[src/logic/swpg_pkg.sv]
// Constants and types for the stop/wait peripheral gating block
package swpg_pkg;
    localparam logic [15:0] SWPG_TMR_RESET_VAL = 16'hFFFC;
    localparam int          SWPG_CLK_MHZ       = 25;
    localparam int          SWPG_BAUD_DIV      = 4;
    localparam int          SWPG_SPI_BITS      = 8;
    localparam int          SWPG_SCI_BITS      = 10;
    typedef enum logic [1:0] {
        SWPG_RUN,
        SWPG_WAIT,
        SWPG_STOP
    } swpg_mode_e;
endpackage : swpg_pkg

[src/logic/swpg_top.sv]
// Stop/wait gating of timer, serial interfaces and watchdog
`timescale 1ns/1ns
// Behaviour
// - Stop halts oscillator, CPU, timer, serial, watchdog
// - Stop exits only on interrupt pin or reset
// - Timer holds in stop; reset loads FFFC
// - Interrupt wake resumes timer from held value
// - Capture edge in stop arms, flags after wake
// - Reset exit discards capture armed in stop
// - Serial transmit freezes, resumes after interrupt wake
// - Receive in progress at stop loses rest
// - SPI master freezes in stop, then resumes
// - Reset exit clears SPI control, disables SPI
// - SPI slave keeps shifting during stop
// - Slave completion flag deferred until wake
// - No collision or fault detection in stop
// - Enabled output drivers stay driven in stop
// - Wait halts only CPU clock
// - Wait exits on peripheral interrupt or reset
// - Timer cannot be disabled in wait
// - Interrupt wake keeps state; reset clears all
module swpg_top
    import swpg_pkg::*;
(
    input  wire logic        sys_clk,        // System clock, 25 MHz
    input  wire logic        nrst,           // Hardware reset, active low
    input  wire logic        stop_req,       // CPU executes stop, pulse
    input  wire logic        wait_req,       // CPU executes wait, pulse
    input  wire logic        irq_n_pin,      // External interrupt pin
    input  wire logic        capture_input_pin, // Capture edge input
    input  wire logic        cap_rising,     // Capture edge polarity
    input  wire logic        cap_flag_clr,   // Clear capture flag, pulse
    input  wire logic        sci_enable,     // Serial interface enable
    input  wire logic        sci_tx_start,   // Start transmit, pulse
    input  wire logic [7:0]  sci_tx_data,    // Transmit byte
    input  wire logic        sci_rxd,        // Serial receive pin
    input  wire logic        spi_enable,     // SPI enable
    input  wire logic        spi_master,     // SPI master select
    input  wire logic        spi_write,      // SPI data write, pulse
    input  wire logic [7:0]  spi_wdata,      // SPI write byte
    input  wire logic        spi_flag_clr,   // Clear SPI flags, pulse
    input  wire logic        spi_sck_in,     // SPI clock pin in
    input  wire logic        spi_mosi_in,    // SPI MOSI pin in
    input  wire logic        spi_miso_in,    // SPI MISO pin in
    input  wire logic        spi_ss_n,       // SPI slave select, low
    input  wire logic        wdog_kick,      // Watchdog service, pulse
    input  wire logic        cmp_match_in,   // Compare output level
    output logic             osc_run,        // Internal oscillator on
    output logic             cpu_clk_en,     // CPU clock enable
    output logic             wake_irq,       // Wake by interrupt, pulse
    output logic             wdog_reset,     // Watchdog reset request
    output logic [15:0]      timer_count,    // Free-running timer
    output logic             cap_flag,       // Capture flag
    output logic [15:0]      cap_data,       // Captured timer value
    output logic             sci_txd,        // Serial transmit pin
    output logic [7:0]       sci_rx_data,    // Received byte
    output logic             sci_rx_full,    // Receive done flag
    output logic             spi_sck_out,    // SPI clock pin out
    output logic             spi_sck_oe,     // SPI clock drive enable
    output logic             spi_mosi_out,   // SPI MOSI pin out
    output logic             spi_mosi_oe,    // SPI MOSI drive enable
    output logic             spi_miso_out,   // SPI MISO pin out
    output logic             spi_miso_oe,    // SPI MISO drive enable
    output logic [7:0]       spi_rdata,      // SPI received byte
    output logic             spi_done_flag,  // SPI transfer complete
    output logic             spi_wcol_flag,  // SPI write collision
    output logic             spi_modf_flag,  // SPI mode fault
    output logic             spi_en_state,   // SPI enable held
    output logic             compare_output_pin // Compare output
);
    localparam logic [15:0] WDOG_LIMIT = 16'hFFFF;

    // ---------------------------------------------------------------
    // Pin synchronisers
    // ---------------------------------------------------------------
    logic irq_n_s, cap_s, rxd_s, sck_s, mosi_s, miso_s, ss_n_s;

    swpg_sync3 u_irq  (.sys_clk(sys_clk), .nrst(nrst), .rst_val(1'b1),
                       .din(irq_n_pin), .dout(irq_n_s));
    swpg_sync3 u_cap  (.sys_clk(sys_clk), .nrst(nrst), .rst_val(1'b1),
                       .din(capture_input_pin), .dout(cap_s));
    swpg_sync3 u_rxd  (.sys_clk(sys_clk), .nrst(nrst), .rst_val(1'b1),
                       .din(sci_rxd), .dout(rxd_s));
    swpg_sync3 u_sck  (.sys_clk(sys_clk), .nrst(nrst), .rst_val(1'b1),
                       .din(spi_sck_in), .dout(sck_s));
    swpg_sync3 u_mosi (.sys_clk(sys_clk), .nrst(nrst), .rst_val(1'b1),
                       .din(spi_mosi_in), .dout(mosi_s));
    swpg_sync3 u_miso (.sys_clk(sys_clk), .nrst(nrst), .rst_val(1'b1),
                       .din(spi_miso_in), .dout(miso_s));
    swpg_sync3 u_ss   (.sys_clk(sys_clk), .nrst(nrst), .rst_val(1'b1),
                       .din(spi_ss_n), .dout(ss_n_s));

    // ---------------------------------------------------------------
    // Mode control
    // ---------------------------------------------------------------
    swpg_mode_e mode_reg;
    logic       in_stop;
    logic       periph_irq;
    logic       irq_low;

    assign in_stop = (mode_reg == SWPG_STOP);
    assign irq_low = !irq_n_s;

    always_ff @(posedge sys_clk or negedge nrst) begin
        if (!nrst) begin
            mode_reg <= SWPG_RUN;
        end else begin
            case (mode_reg)
                SWPG_RUN: begin
                    if (stop_req) begin
                        mode_reg <= SWPG_STOP;
                    end else if (wait_req) begin
                        mode_reg <= SWPG_WAIT;
                    end
                end
                SWPG_WAIT: begin
                    if (periph_irq || irq_low) begin
                        mode_reg <= SWPG_RUN;
                    end
                end
                SWPG_STOP: begin
                    if (irq_low) begin
                        mode_reg <= SWPG_RUN;
                    end
                end
                default: mode_reg <= SWPG_RUN;
            endcase
        end
    end

    logic wake_reg;
    always_ff @(posedge sys_clk or negedge nrst) begin
        if (!nrst) begin
            wake_reg <= 1'b0;
        end else begin
            wake_reg <= in_stop && irq_low;
        end
    end

    assign wake_irq   = wake_reg;
    assign osc_run    = !in_stop;
    assign cpu_clk_en = (mode_reg == SWPG_RUN);

    // ---------------------------------------------------------------
    // Timer and capture
    // ---------------------------------------------------------------
    logic [15:0] tmr_reg;
    logic        cap_prev_reg;
    logic        cap_armed_reg;
    logic [15:0] cap_hold_reg;
    logic        cap_edge;

    // Timer runs in run and wait regardless of any enable
    always_ff @(posedge sys_clk or negedge nrst) begin
        if (!nrst) begin
            tmr_reg <= SWPG_TMR_RESET_VAL;
        end else if (!in_stop) begin
            tmr_reg <= tmr_reg + 16'h0001;
        end
    end

    assign cap_edge = (cap_s != cap_prev_reg) && (cap_s == cap_rising);

    // Armed state lives only in flops cleared by reset
    always_ff @(posedge sys_clk or negedge nrst) begin
        if (!nrst) begin
            cap_prev_reg  <= 1'b1;
            cap_armed_reg <= 1'b0;
            cap_hold_reg  <= 16'h0000;
            cap_flag      <= 1'b0;
            cap_data      <= 16'h0000;
        end else begin
            cap_prev_reg <= cap_s;
            if (in_stop) begin
                if (cap_edge && !cap_armed_reg) begin
                    cap_armed_reg <= 1'b1;
                    cap_hold_reg  <= tmr_reg;
                end
            end else if (cap_armed_reg) begin
                cap_armed_reg <= 1'b0;
                cap_flag      <= 1'b1;
                cap_data      <= cap_hold_reg;
            end else if (cap_edge) begin
                cap_flag <= 1'b1;
                cap_data <= tmr_reg;
            end else if (cap_flag_clr) begin
                cap_flag <= 1'b0;
            end
        end
    end

    assign compare_output_pin = cmp_match_in;

    // ---------------------------------------------------------------
    // Asynchronous serial interface
    // ---------------------------------------------------------------
    logic       sci_tick;
    logic [9:0] tx_sh_reg;
    logic [3:0] tx_cnt_reg;
    logic [8:0] rx_sh_reg;
    logic [3:0] rx_cnt_reg;

    swpg_baud #(.DIV(SWPG_BAUD_DIV)) u_sci_baud (
        .sys_clk(sys_clk), .nrst(nrst),
        .run(!in_stop && sci_enable), .tick(sci_tick));

    // Shift state freezes with the baud tick
    always_ff @(posedge sys_clk or negedge nrst) begin
        if (!nrst) begin
            tx_sh_reg  <= 10'h3FF;
            tx_cnt_reg <= 4'h0;
        end else if (sci_tx_start && tx_cnt_reg == 4'h0 && sci_enable) begin
            tx_sh_reg  <= {1'b1, sci_tx_data, 1'b0};
            tx_cnt_reg <= 4'(SWPG_SCI_BITS);
        end else if (sci_tick && tx_cnt_reg != 4'h0) begin
            tx_sh_reg  <= {1'b1, tx_sh_reg[9:1]};
            tx_cnt_reg <= tx_cnt_reg - 4'h1;
        end
    end

    always_ff @(posedge sys_clk or negedge nrst) begin
        if (!nrst) begin
            sci_txd <= 1'b1;
        end else begin
            sci_txd <= (tx_cnt_reg != 4'h0) ? tx_sh_reg[0] : 1'b1;
        end
    end

    // Partial character is dropped, not resumed
    always_ff @(posedge sys_clk or negedge nrst) begin
        if (!nrst) begin
            rx_sh_reg   <= 9'h000;
            rx_cnt_reg  <= 4'h0;
            sci_rx_data <= 8'h00;
            sci_rx_full <= 1'b0;
        end else if (in_stop) begin
            rx_cnt_reg <= 4'h0;
        end else if (sci_tick) begin
            if (rx_cnt_reg == 4'h0) begin
                if (!rxd_s) begin
                    rx_cnt_reg <= 4'(SWPG_SCI_BITS - 1);
                end
            end else begin
                rx_sh_reg  <= {rxd_s, rx_sh_reg[8:1]};
                rx_cnt_reg <= rx_cnt_reg - 4'h1;
                if (rx_cnt_reg == 4'h1) begin
                    sci_rx_data <= rx_sh_reg[8:1];
                    sci_rx_full <= 1'b1;
                end
            end
        end
    end

    // ---------------------------------------------------------------
    // SPI
    // ---------------------------------------------------------------
    logic       spi_tick;
    logic [7:0] spi_sh_reg;
    logic [3:0] spi_cnt_reg;
    logic       spi_phase_reg;
    logic       sck_prev_reg;
    logic       slv_done_pend_reg;
    logic       spi_busy;
    logic       mst_mode;
    logic       slv_mode;
    logic       sck_rise;
    logic       sck_fall;

    assign spi_busy = (spi_cnt_reg != 4'h0);
    assign mst_mode = spi_en_state && spi_master;
    assign slv_mode = spi_en_state && !spi_master;
    assign sck_rise = sck_s && !sck_prev_reg;
    assign sck_fall = !sck_s && sck_prev_reg;

    swpg_baud #(.DIV(SWPG_BAUD_DIV)) u_spi_baud (
        .sys_clk(sys_clk), .nrst(nrst),
        .run(!in_stop && mst_mode), .tick(spi_tick));

    // Enable follows spi_enable outside stop and mode fault; hardware reset clears it
    always_ff @(posedge sys_clk or negedge nrst) begin
        if (!nrst) begin
            spi_en_state <= 1'b0;
        end else if (!in_stop && !spi_modf_flag) begin
            spi_en_state <= spi_enable;
        end
    end

    always_ff @(posedge sys_clk or negedge nrst) begin
        if (!nrst) begin
            sck_prev_reg <= 1'b1;
        end else begin
            sck_prev_reg <= sck_s;
        end
    end

    // Slave edges run even in stop
    always_ff @(posedge sys_clk or negedge nrst) begin
        if (!nrst) begin
            spi_sh_reg    <= 8'h00;
            spi_cnt_reg   <= 4'h0;
            spi_phase_reg <= 1'b0;
        end else if (spi_write && !spi_busy && !in_stop) begin
            spi_sh_reg    <= spi_wdata;
            spi_cnt_reg   <= 4'(SWPG_SPI_BITS);
            spi_phase_reg <= 1'b0;
        end else if (mst_mode && spi_tick && spi_busy) begin
            spi_phase_reg <= !spi_phase_reg;
            if (spi_phase_reg) begin
                spi_sh_reg  <= {spi_sh_reg[6:0], miso_s};
                spi_cnt_reg <= spi_cnt_reg - 4'h1;
            end
        end else if (slv_mode && !ss_n_s) begin
            if (!spi_busy && sck_rise) begin
                spi_sh_reg  <= {spi_sh_reg[6:0], mosi_s};
                spi_cnt_reg <= 4'(SWPG_SPI_BITS - 1);
            end else if (sck_rise) begin
                spi_sh_reg  <= {spi_sh_reg[6:0], mosi_s};
                spi_cnt_reg <= spi_cnt_reg - 4'h1;
            end
        end
    end

    logic spi_cmpl;
    assign spi_cmpl = spi_busy && (spi_cnt_reg == 4'h1) &&
                      ((mst_mode && spi_tick && spi_phase_reg) ||
                       (slv_mode && !ss_n_s && sck_rise));

    // Flag sets win over software clears
    always_ff @(posedge sys_clk or negedge nrst) begin
        if (!nrst) begin
            spi_done_flag     <= 1'b0;
            spi_wcol_flag     <= 1'b0;
            spi_modf_flag     <= 1'b0;
            slv_done_pend_reg <= 1'b0;
            spi_rdata         <= 8'h00;
        end else begin
            if (spi_cmpl) begin
                spi_rdata <= {spi_sh_reg[6:0],
                              mst_mode ? miso_s : mosi_s};
            end
            if (spi_cmpl && in_stop) begin
                slv_done_pend_reg <= 1'b1;
            end else if (!in_stop && slv_done_pend_reg) begin
                slv_done_pend_reg <= 1'b0;
                spi_done_flag     <= 1'b1;
            end else if (spi_cmpl) begin
                spi_done_flag <= 1'b1;
            end else if (spi_flag_clr) begin
                spi_done_flag <= 1'b0;
            end
            if (!in_stop && spi_write && spi_busy) begin
                spi_wcol_flag <= 1'b1;
            end else if (spi_flag_clr) begin
                spi_wcol_flag <= 1'b0;
            end
            if (!in_stop && mst_mode && !ss_n_s) begin
                spi_modf_flag <= 1'b1;
            end else if (spi_flag_clr) begin
                spi_modf_flag <= 1'b0;
            end
        end
    end

    // Drivers stay enabled through stop
    always_ff @(posedge sys_clk or negedge nrst) begin
        if (!nrst) begin
            spi_sck_out  <= 1'b0;
            spi_mosi_out <= 1'b0;
            spi_miso_out <= 1'b0;
        end else begin
            spi_sck_out  <= spi_phase_reg;
            spi_mosi_out <= spi_sh_reg[7];
            spi_miso_out <= spi_sh_reg[7];
        end
    end

    assign spi_sck_oe  = mst_mode;
    assign spi_mosi_oe = mst_mode;
    assign spi_miso_oe = slv_mode && !ss_n_s;

    // ---------------------------------------------------------------
    // Watchdog
    // ---------------------------------------------------------------
    logic [15:0] wdog_reg;

    always_ff @(posedge sys_clk or negedge nrst) begin
        if (!nrst) begin
            wdog_reg   <= 16'h0000;
            wdog_reset <= 1'b0;
        end else if (wdog_kick) begin
            wdog_reg <= 16'h0000;
        end else if (!in_stop) begin
            wdog_reg   <= wdog_reg + 16'h0001;
            wdog_reset <= (wdog_reg == WDOG_LIMIT - 16'h0001);
        end
    end

    assign periph_irq  = cap_flag || sci_rx_full || spi_done_flag;
    assign timer_count = tmr_reg;
endmodule : swpg_top

[src/logic/swpg_sync3.sv]
// Three-stage synchroniser with second/third agreement filter
`timescale 1ns/1ns
module swpg_sync3 (
    input  wire logic sys_clk, // System clock
    input  wire logic nrst,    // Async reset, active low
    input  wire logic rst_val, // Unused; reset always loads 1
    input  wire logic din,     // Asynchronous input
    output logic      dout     // Filtered level
);
    logic s1_reg;
    logic s2_reg;
    logic s3_reg;

    // s1 is read only by s2
    always_ff @(posedge sys_clk or negedge nrst) begin
        if (!nrst) begin
            s1_reg <= 1'b1;
            s2_reg <= 1'b1;
            s3_reg <= 1'b1;
        end else begin
            s1_reg <= din;
            s2_reg <= s1_reg;
            s3_reg <= s2_reg;
        end
    end

    // Level moves only when stages two and three agree
    always_ff @(posedge sys_clk or negedge nrst) begin
        if (!nrst) begin
            dout <= 1'b1;
        end else if (s2_reg == s3_reg) begin
            dout <= s3_reg;
        end
    end

    logic unused_rst_val;
    assign unused_rst_val = rst_val;
endmodule : swpg_sync3

[src/logic/swpg_baud.sv]
// Gated baud-rate enable divider
`timescale 1ns/1ns
module swpg_baud #(
    parameter int DIV = 4 // Clock cycles per baud pulse
) (
    input  wire logic sys_clk, // System clock
    input  wire logic nrst,    // Async reset, active low
    input  wire logic run,     // Divider runs while high
    output logic      tick     // One-cycle baud pulse
);
    logic [15:0] cnt_reg;

    // Counter freezes in place while stopped
    always_ff @(posedge sys_clk or negedge nrst) begin
        if (!nrst) begin
            cnt_reg <= 16'h0000;
        end else if (run) begin
            if (cnt_reg == 16'(DIV - 1)) begin
                cnt_reg <= 16'h0000;
            end else begin
                cnt_reg <= cnt_reg + 16'h0001;
            end
        end
    end

    assign tick = run && (cnt_reg == 16'(DIV - 1));
endmodule : swpg_baud

[config.mk]
export PLATFORM = sky130hd
export DESIGN_NAME = swpg_top
export DESIGN_NICKNAME = d
export VERILOG_FILES = /design/src/logic/swpg_pkg.sv /design/src/logic/swpg_top.sv /design/src/logic/swpg_sync3.sv /design/src/logic/swpg_baud.sv
export SDC_FILE = /design/constraint.sdc
export NUM_CORES = 1
export LEC_CHECK = 0
export BUFFER_PORTS_ARGS = -buffer_cell sky130_fd_sc_hd__buf_2
export CORE_MARGIN = 4
export CORE_UTILIZATION = 62
export DETAILED_ROUTE_END_ITERATION = 8
export PLACE_DENSITY_LB_ADDON = 0.05
export SYNTH_ARGS = -nofsm -noshare
export SYNTH_HDL_FRONTEND = slang
export SYNTH_SLANG_ARGS = --single-unit
[constraint.sdc]
create_clock -name sys_clk -period 3.3 [get_ports sys_clk]
set_input_delay 0.495 -clock sys_clk [delete_from_list [all_inputs] [get_ports sys_clk]]
set_output_delay 0.495 -clock sys_clk [all_outputs]
set_load 0.005 [all_outputs]
==> flow_summary.ini, run 1 <==
[outcome]
status = finished clean

[clock_network]
clk_path_buf_depth = 2
cts_buffers = 17
cts.clk_slew.worst_paths_ns = 0.06
cts_resized = 0
htreeDepth = 4
cts-hold-fix-buffers = 0
tritoncts = built
post_cts_buffers = 0
clk_latency_ns = 0.43
root_buffer = clkbuf_16
cts.sinks = 195

[timing]
fin_setup_tns_ns = 0
finalHoldViolations = 0
max_freq_ghz = 0.384
final-max-slew-violation-count = 0
max_slew_margin = 0.302
worst_pin_slew_ns = 1.05
setup_viol = 0
final.period_utilization = 0.789
clock_skew_ns = 0.00783
rsz0062_at_grt = no
fin_crit_ns = 2.60

[final_layout]
final_common_cell = dfrtp_1
mostFrequentLayoutCells = 141 x dfrtp_1, 99 x buf_2, 86 x nand2_1, 54 x dfstp_2, 41 x mux2_2
nNetsFinal = 845
fillers = 932
n_antenna_cell = 0
finalInstanceArea_mm2 = 0.00970
multi_input_area_mm2 = 0.00331
synthToLayoutAreaGrowth_pct = 15.0
regArea_mm2 = 0.00495
layout-drive-gt1-share = 0.328

[logic_synthesis]
yosysWarnings = 0
seq_area_frac_synth = 0.587
ys_seq_elements = 195
syn_inst = 693
synth-main-ff-cell = dfrtp_1
async_flop_share = 1.00
synth_fp_nets = 742
yosys.cell_types.count = 70
syn-cell-area_mm2 = 0.00843
synth_edf_count = 0
avgSynthCellArea_um2 = 12.2

[placement]
io_buffer_count = 100
dp_hpwl_um = 10900
gp_congestion = 0.770
placed_cell_area_mm2 = 0.00910

[floorplanning]
coreArea_mm2 = 0.0133
initial_core_util = 0.634
die_width_um = 125
io_pins = 103
num_rows = 42
die_y_um = 125
die-area_mm2 = 0.0155

[power_and_ir_drop]
power_frac_seq = 0.497
p_comb_frac = 0.185
netSwitchingFraction = 0.281
internal_power_w = 0.00467
p_switching_w = 0.00183
pwr-share-clk = 0.318
irDropWorstVdd_mv = 0.389
power_density_mw_per_mm2 = 670
p_leak_nw = 4.53

[global_route]
grt-ovfl-total = 0
antenna_found_initial = 0
grt_use_total = 0.217
grt_pass1_wl_um = 27400
grt_pass1_vias = 5679
grt_max_degree = 104

[critical_path]
critPathKind = flip-flop to flip-flop
endpoint_kind = flip-flop
path_max_fanout = 32
cp.arrival_ns = 2.91
rr_worst_depth = 6
setup.worst_path.start_class = flip-flop
cp.required_ns = 3.61

[job]
cap_violations = 0

[detailed_routing]
drtPass1Iterations = 4
drt_iter0_markers = 389
ant_nets = 0
wl_per_cell_um = 16.2
drc = 0
vias = 5488
viasPerCell = 5.57
routed_wl_um = 15900

[hold_path]
hold_path_class = input port to async pin
## power by group through the flow
stage	sequential, W	clock, W	combinational (W)
floorplan	0.00316	0	0.000855
global placement	0.00324	0	0.00115
detailed placement	0.00327	0	0.00120
CTS	0.00323	0.00211	0.00122
global route	0.00329	0.00221	0.00137
finish	0.00323	0.00207	0.00120
## worst max-delay path, stage by stage (launching register included)
cell	delay, ns
dfrtp_1	0.41
nor2b_4	0.20
inv_2	0.45
nand2_1	0.31
nor3_4	0.60
nor2_1	0.20
mux2_2	0.31
## path summary, 6_finish.rpt
path	start	endpoint	slack [ns]
max	mode_reg[1]	tx_cnt_reg[0]	0.70
min	nrst	wdog_reg[9]	0.13
max reg2reg	mode_reg[1]	tx_cnt_reg[0]	0.70
min reg2reg	u_sck.s1_reg	u_sck.s2_reg	0.36
max in group asynchronous	nrst	u_miso.dout	2.21
min in group sys_clk	spi_sck_in	u_sck.s1_reg	0.16
## Yosys cell counts (all sizes together) (2+ instances only)
library cell	number	area share
dfrtp	141	0.42
nand2	87	0.039
dfstp	54	0.17
mux2	50	0.071
nor2	40	0.020
o21ai	36	0.022
xnor2	33	0.034
mux2i	23	0.027
nand3	21	0.012
nand4	19	0.017
xor2	18	0.019
inv	17	0.0076
and3	16	0.012
buf	15	0.011
a21oi	14	0.0083
nor3	14	0.012
ha	12	0.018
maj3	7	0.0083
clkbuf	6	0.0027
nor3b	6	0.0073
nor4	6	0.0088
or3	6	0.0045
and2	5	0.0037
a31oi	4	0.0030
nor4b	4	0.0067
a211oi	3	0.0027
a21o	3	0.0027
and4	3	0.0031
nand2b	3	0.0022
or2	3	0.0022
a22o	2	0.0021
nor2b	2	0.0024
o22ai	2	0.0015
o31ai	2	0.0018
o41ai	2	0.0021
## layout make-up
type / count / area share
well taps: 176 / 0.0227
clock buffers: 23 / 0.0483
flip-flops and latches: 195 / 0.510
multi-input cells: 460 / 0.341
repair buffers: 105 / 0.0577
clock inverters: 9 / 0.0133
inverters: 17 / 0.00658
## per-stage QoR
stage / hold slack [ns] / setup slack (ns) / cells / utilization / power [W]
final: 0.132 / 0.696 / 985 / 0.729 / 0.00650
after global routing: 0.139 / 0.477 / 985 / 0.729 / 0.00687
after CTS: 0.142 / 0.690 / 985 / 0.729 / 0.00657
after detailed placement: 0.347 / 0.696 / 953 / 0.685 / 0.00447
after global placement: 0.346 / 0.809 / 953 / 0.685 / 0.00439
after floorplan: 0.199 / 1.24 / 693 / - / 0.00401
## layer usage
layer | share of wire | track usage | wire, µm
met2 | 0.49 | 0.347 | 7790
met4 | 0.014 | 0.0664 | 225
met5 | 0 | 0 | 0
met1 | 0.46 | 0.292 | 7250
met3 | 0.041 | 0.0583 | 650
## cell families after synthesis
group,count (synthesis),synth area share
AND/OR/NAND/NOR,238,0.156
flip-flops,195,0.587
AO/OA/AOI/OAI,79,0.0589
multiplexers,73,0.0981
XOR/XNOR,51,0.0530
buffers and inverters,38,0.0212
adder cells (fa/ha/maj),19,0.0261
Power figures use the tool's default switching activity.
==> run 2: changes to the inputs <==
ABC_AREA = 1   (was not set)
CORE_UTILIZATION = 58   (was 62)
clock period = 2.5 ns   (was 3.3 ns; I/O delays follow)
==> run 2 against run 1 <==
Largest power group unchanged. Worst setup slack got worse by 0.25 ns. Register-to-register slack worse by 0.11 ns. Clock-buffer cell count fell by 1.
==> flow_summary.ini, run 2 <==
[outcome]
status = finished clean

[placement]
dp_hpwl_um = 12000
dp.cells = 1226
io_buffer_count = 100
gp_congestion = 0.834

[floorplanning]
num_rows = 44
io_pins = 103
initial_core_util = 0.596
die_y_um = 131
die-area_mm2 = 0.0171
die_width_um = 131
coreArea_mm2 = 0.0146

[detailed_routing]
viasPerCell = 5.18
vias = 6525
wl_per_cell_um = 13.3
drc = 0
drtPass1Iterations = 8
routed_wl_um = 16800
ant_nets = 0
drt_iter0_markers = 390

[logic_synthesis]
synth-compound-area-share = 0.0762
synth_fa_ha_area_frac = 0.0252
yosys-top-cells-area = dfrtp_1 40%, dfstp_2 16%, nand2_1 10%
synth_xor_area_frac = 0.0351
synth_top_family_by_area = simple AND/OR/NAND/NOR gates
seq_area_frac_synth = 0.566
synth-simple-area-share = 0.234
syn-cell-area_mm2 = 0.00873
synth-main-ff-cell = dfrtp_1
ys_seq_elements = 195
synth_edf_count = 0
muxShareOfSynthArea = 0.00501
synth.top_cell.area_share = 0.404
async_flop_share = 1.00
avgSynthCellArea_um2 = 9.17
yosys.area.top_type = dfrtp_1
yosysMostFrequentCell = nand2_1
synth_fp_nets = 1002
yosys.cell_types.count = 49
yosysWarnings = 0
ys_top_cells_by_count = 240 x nand2_1, 141 x dfrtp_1, 92 x inv_1
syn_inst = 953

[timing]
final-max-slew-violation-count = 0
fin_setup_tns_ns = 0
fin_crit_ns = 2.05
worst_pin_slew_ns = 0.617
clock_skew_ns = 0.00974
holdWs_ns = 0.0391
max_slew_margin = 0.587
rsz0062_at_grt = no
setup_viol = 0
finalHoldViolations = 0
max_freq_ghz = 0.487
final.period_utilization = 0.821

[job]
cap_violations = 0

[final_layout]
n_antenna_cell = 0
multi_input_area_mm2 = 0.00328
fillers = 1158
mostFrequentLayoutCells = 240 x nand2_1, 141 x dfrtp_1, 99 x buf_2, 92 x inv_1, 90 x nor2_1
stdcell_count = 1259
synthToLayoutAreaGrowth_pct = 15.3
regArea_mm2 = 0.00495
nNetsFinal = 1111
layout-drive-gt1-share = 0.222
final_common_cell = nand2_1

[global_route]
grt_use_total = 0.207
grt_max_degree = 67
grt_pass1_vias = 6072
grt-ovfl-total = 0
antenna_found_initial = 0
grt_pass1_wl_um = 28400

[power_and_ir_drop]
p_leak_nw = 4.99
power_density_mw_per_mm2 = 910
irDropWorstVdd_mv = 0.550

[clock_network]
root_buffer = clkbuf_16
post_cts_buffers = 0
cts.sinks = 195
clk_latency_ns = 0.43
cts.clk_slew.worst_paths_ns = 0.07
cts_buffers = 17
htreeDepth = 4
tritoncts = built
clk_path_buf_depth = 2

[critical_path]
setup.worst_path.start_class = flip-flop
critPathKind = flip-flop to primary output
cp.arrival_ns = 1.68
max_stage_delay_ns = 0.49
endpoint_kind = primary output
cpMaxStageDelayCell = dfrtp_1
cp.required_ns = 2.12
path_max_fanout = 16
crit_buf_inv = 3
worstPathCellList = inv_2 -> nand2_2 -> buf_4 -> buf_2
crit_family = buffers and inverters

[hold_path]
hold_path_class = input port to flip-flop
run 2: layer usage:
layer | vias to the layer above | global-route usage | part of all wire
li1 | 3283 | - | -
met1 | 3078 | 0.298 | 0.48
met2 | 140 | 0.325 | 0.46
met3 | 24 | 0.0386 | 0.042
met4 | 0 | 0.0647 | 0.015
met5 | - | 0 | 0
run 2: stage by stage:
step,worst slack (ns),area [µm²],power [W],util
CTS,0.415,10100,0.00926,0.687
floorplan,0.935,8730,0.00569,-
global route,0.360,10100,0.00978,0.687
global placement,0.668,9460,0.00641,0.646
detailed placement,0.608,9460,0.00649,0.646
finish,0.446,10100,0.00916,0.687
run 2: area by class of cell:
class                           instances  area share
Clock inverter                         10      0.0132
Inverter                              102      0.0387
Sequential cell                       195       0.491
Clock buffer                           22      0.0461
Multi-Input combinational cell        634       0.326
Tap cell                              184      0.0229
Timing Repair Buffer                  112      0.0623
run 2: path summary, 6_finish.rpt:
check	start	to	slack [ns]	cells past startpoint
worst min register to register	u_mosi.s1_reg	u_mosi.s2_reg	0.36	0
worst min-delay path	spi_miso_in	u_miso.s1_reg	0.04	1
worst max register to register	mode_reg[0]	tx_cnt_reg[3]	0.59	8
min in group asynchronous	nrst	cap_data[11]	0.50	2
worst max-delay path	mode_reg[0]	osc_run	0.45	4
max in group asynchronous	nrst	u_miso.s3_reg	1.21	3
run 2: worst reg2reg max path: stages (launching register included):
cell,delay [ns]
dfrtp_1,0.49
inv_2,0.07
nand2_2,0.26
nand2_4,0.13
clkinv_2,0.13
nand4_1,0.23
nand2_1,0.34
o21ai_0,0.14
nand2_1,0.07
run 2: repair_timing:
item                                   4_1_cts  5_1_grt
resized for setup                            0        0
endpoints found under the hold margin       53        0
hold buffers                                 1        0
run 2: cells by family after synthesis:
logic type / after synthesis
xor+xnor: 35
compound gates: 118
simple gates: 458
buf+inv: 124
mux: 4
fa+ha+maj: 19
flops: 195
run 2: power breakdown:
group / internal, W / switching, W
Sequential: 0.00377 / 0.000458
Combinational: 0.000867 / 0.00131
Clock: 0.00162 / 0.00113
Total: 0.00626 / 0.00290
==> run 3: changes to the inputs <==
CORE_UTILIZATION = 53   (was 58)
clock period = 1.68 ns   (was 2.5 ns; I/O delays follow)
==> run 3 against run 2 <==
Register-to-register slack worse by 0.57 ns. Flip-flop and latch count stayed put. Die area increased by 8.8%. Largest cell class unchanged. Critical path type is now flip-flop to flip-flop. Wire length rose by 8.5%. Critical path depth up 4. Worst setup slack worse by 0.42 ns. Sequential power rose by 46%. Clock skew shrank 0.0013 ns. Clock power is 47% higher. Non-clock buffer count grew 71. Worst hold slack worse by 0.0022 ns. First-iteration DRC count is 27% lower.
==> flow_summary.ini, run 3 (synthesized netlist as in run 2, its figures left out) <==
[global_route]
grt_pass1_vias = 6276
grt_use_total = 0.199
antenna_found_initial = 0
grt_max_degree = 56
grt_pass1_wl_um = 29700
grt-ovfl-total = 0

[critical_path]
cp.arrival_ns = 1.96
critPathKind = flip-flop to flip-flop
setup.worst_path.start_class = flip-flop
path_max_fanout = 7
cp.required_ns = 1.99
timing.rr.end = u_spi_baud.cnt_reg[10]
r2r_slack_ns = 0.02
endpoint_kind = flip-flop
rr_worst_depth = 8
r2r-start = mode_reg[1]

[timing]
final.period_utilization = 0.985
setup_viol = 0
final-max-slew-violation-count = 0
rsz0062_at_grt = yes
holdWs_ns = 0.0369
worst_pin_slew_ns = 0.397
max_freq_ghz = 0.604
max_slew_margin = 0.735
clock_skew_ns = 0.00843
finalHoldViolations = 0
fin_crit_ns = 1.66

[final_layout]
final_common_cell = nand2_1
synthToLayoutAreaGrowth_pct = 25.4
mostFrequentLayoutCells = 233 x nand2_1, 139 x dfrtp_1, 99 x buf_2, 86 x inv_1, 77 x nor2_1
layout-drive-gt1-share = 0.306
n_antenna_cell = 0
nNetsFinal = 1184

[outcome]
status = finished clean

[clock_network]
cts.sinks = 195
htreeDepth = 4
clk_path_buf_depth = 2
cts.clk_slew.worst_paths_ns = 0.07
tritoncts = built
clk_latency_ns = 0.43
root_buffer = clkbuf_16
cts_buffers = 17

[detailed_routing]
wl_per_cell_um = 13.3
ant_nets = 0
drtPass1Iterations = 5
drc = 0
routed_wl_um = 18200
vias = 6694
viasPerCell = 4.91
drt_iter0_markers = 285

[placement]
gp_congestion = 0.822
io_buffer_count = 100
dp_hpwl_um = 12900

[floorplanning]
coreArea_mm2 = 0.0160
die_y_um = 136
num_rows = 46
die-area_mm2 = 0.0186
io_pins = 103
initial_core_util = 0.546
die_width_um = 136

[power_and_ir_drop]
irDropWorstVdd_mv = 0.874
power_density_mw_per_mm2 = 1310
p_leak_nw = 5.39
power_w = 0.0144

[hold_path]
hold-path-cell-count = 3
min_from = sci_tx_data[2]
hold_path_class = input port to flip-flop
holdPathEnd = tx_sh_reg[3]

[job]
cap_violations = 0
## run 3: power breakdown
group	total [W]	internal [W]	switching, W
clock network	0.00405	0.00226	0.00179
logic	0.00414	0.00181	0.00233
registers	0.00619	0.00562	0.000570
total	0.0144	0.00969	0.00469
## run 3: worst max-delay path: stages (launching register included)
cell     delay, ns
dfrtp_2       0.45
inv_2         0.09
nor2_4        0.04
buf_12        0.14
nor2_8        0.13
nand3_1       0.16
nor3_4        0.23
nand4_1       0.13
xor2_1        0.16
## run 3: layout make-up
| cell class | count | area [µm²] |
|---|---|---|
| clock inverters | 13 | 149 |
| multi-input cells | 636 | 3490 |
| inverters | 102 | 407 |
| flip-flops and latches | 195 | 4950 |
| clock buffers | 19 | 443 |
| repair buffers | 183 | 1240 |
| fillers | 1288 | 5050 |
| well taps | 216 | 270 |
## run 3: routing by layer
metal | GRT usage | part of all wire
met2 | 0.318 | 0.47
met5 | 0 | 0
met1 | 0.279 | 0.48
met4 | 0.0482 | 0.010
met3 | 0.0440 | 0.041
## run 3: per-stage QoR
stage	utilization	area, µm²	setup TNS, ns	instances	setup slack (ns)
2_1_floorplan	-	8730	0	953	0.115
3_3_place_gp	0.619	9910	-0.104	1307	-0.0969
3_5_place_dp	0.619	9910	-0.536	1307	-0.120
4_1_cts	0.664	10600	0	1347	0.0101
5_1_grt	0.685	11000	-0.582	1364	-0.0607
6_report	0.685	11000	0	1364	0.0248
## run 3: how the worst max path moves through the flow
stage | startpoint | endpoint | slack (ns) | cells after the start
final | mode_reg[1] | u_spi_baud.cnt_reg[10] | 0.02 | 8
after global routing | mode_reg[1] | u_spi_baud.cnt_reg[10] | -0.06 | 8
after CTS | spi_cnt_reg[0] | spi_cnt_reg[3] | 0.01 | 10
after detailed placement | mode_reg[1] | wdog_reg[14] | -0.12 | 11
after global placement | mode_reg[1] | wdog_reg[14] | -0.1 | 11
after floorplan | u_spi_baud.cnt_reg[5] | spi_sh_reg[0] | 0.12 | 12
## run 3: repair_timing
action	4_1_cts	5_1_grt
buffers inserted	0	15
hold buffers	8	0
pin swaps	1	15
endpoints found under the setup margin	20	76
hold endpoints to repair	31	0
gates resized for setup	13	63
cloned	0	2
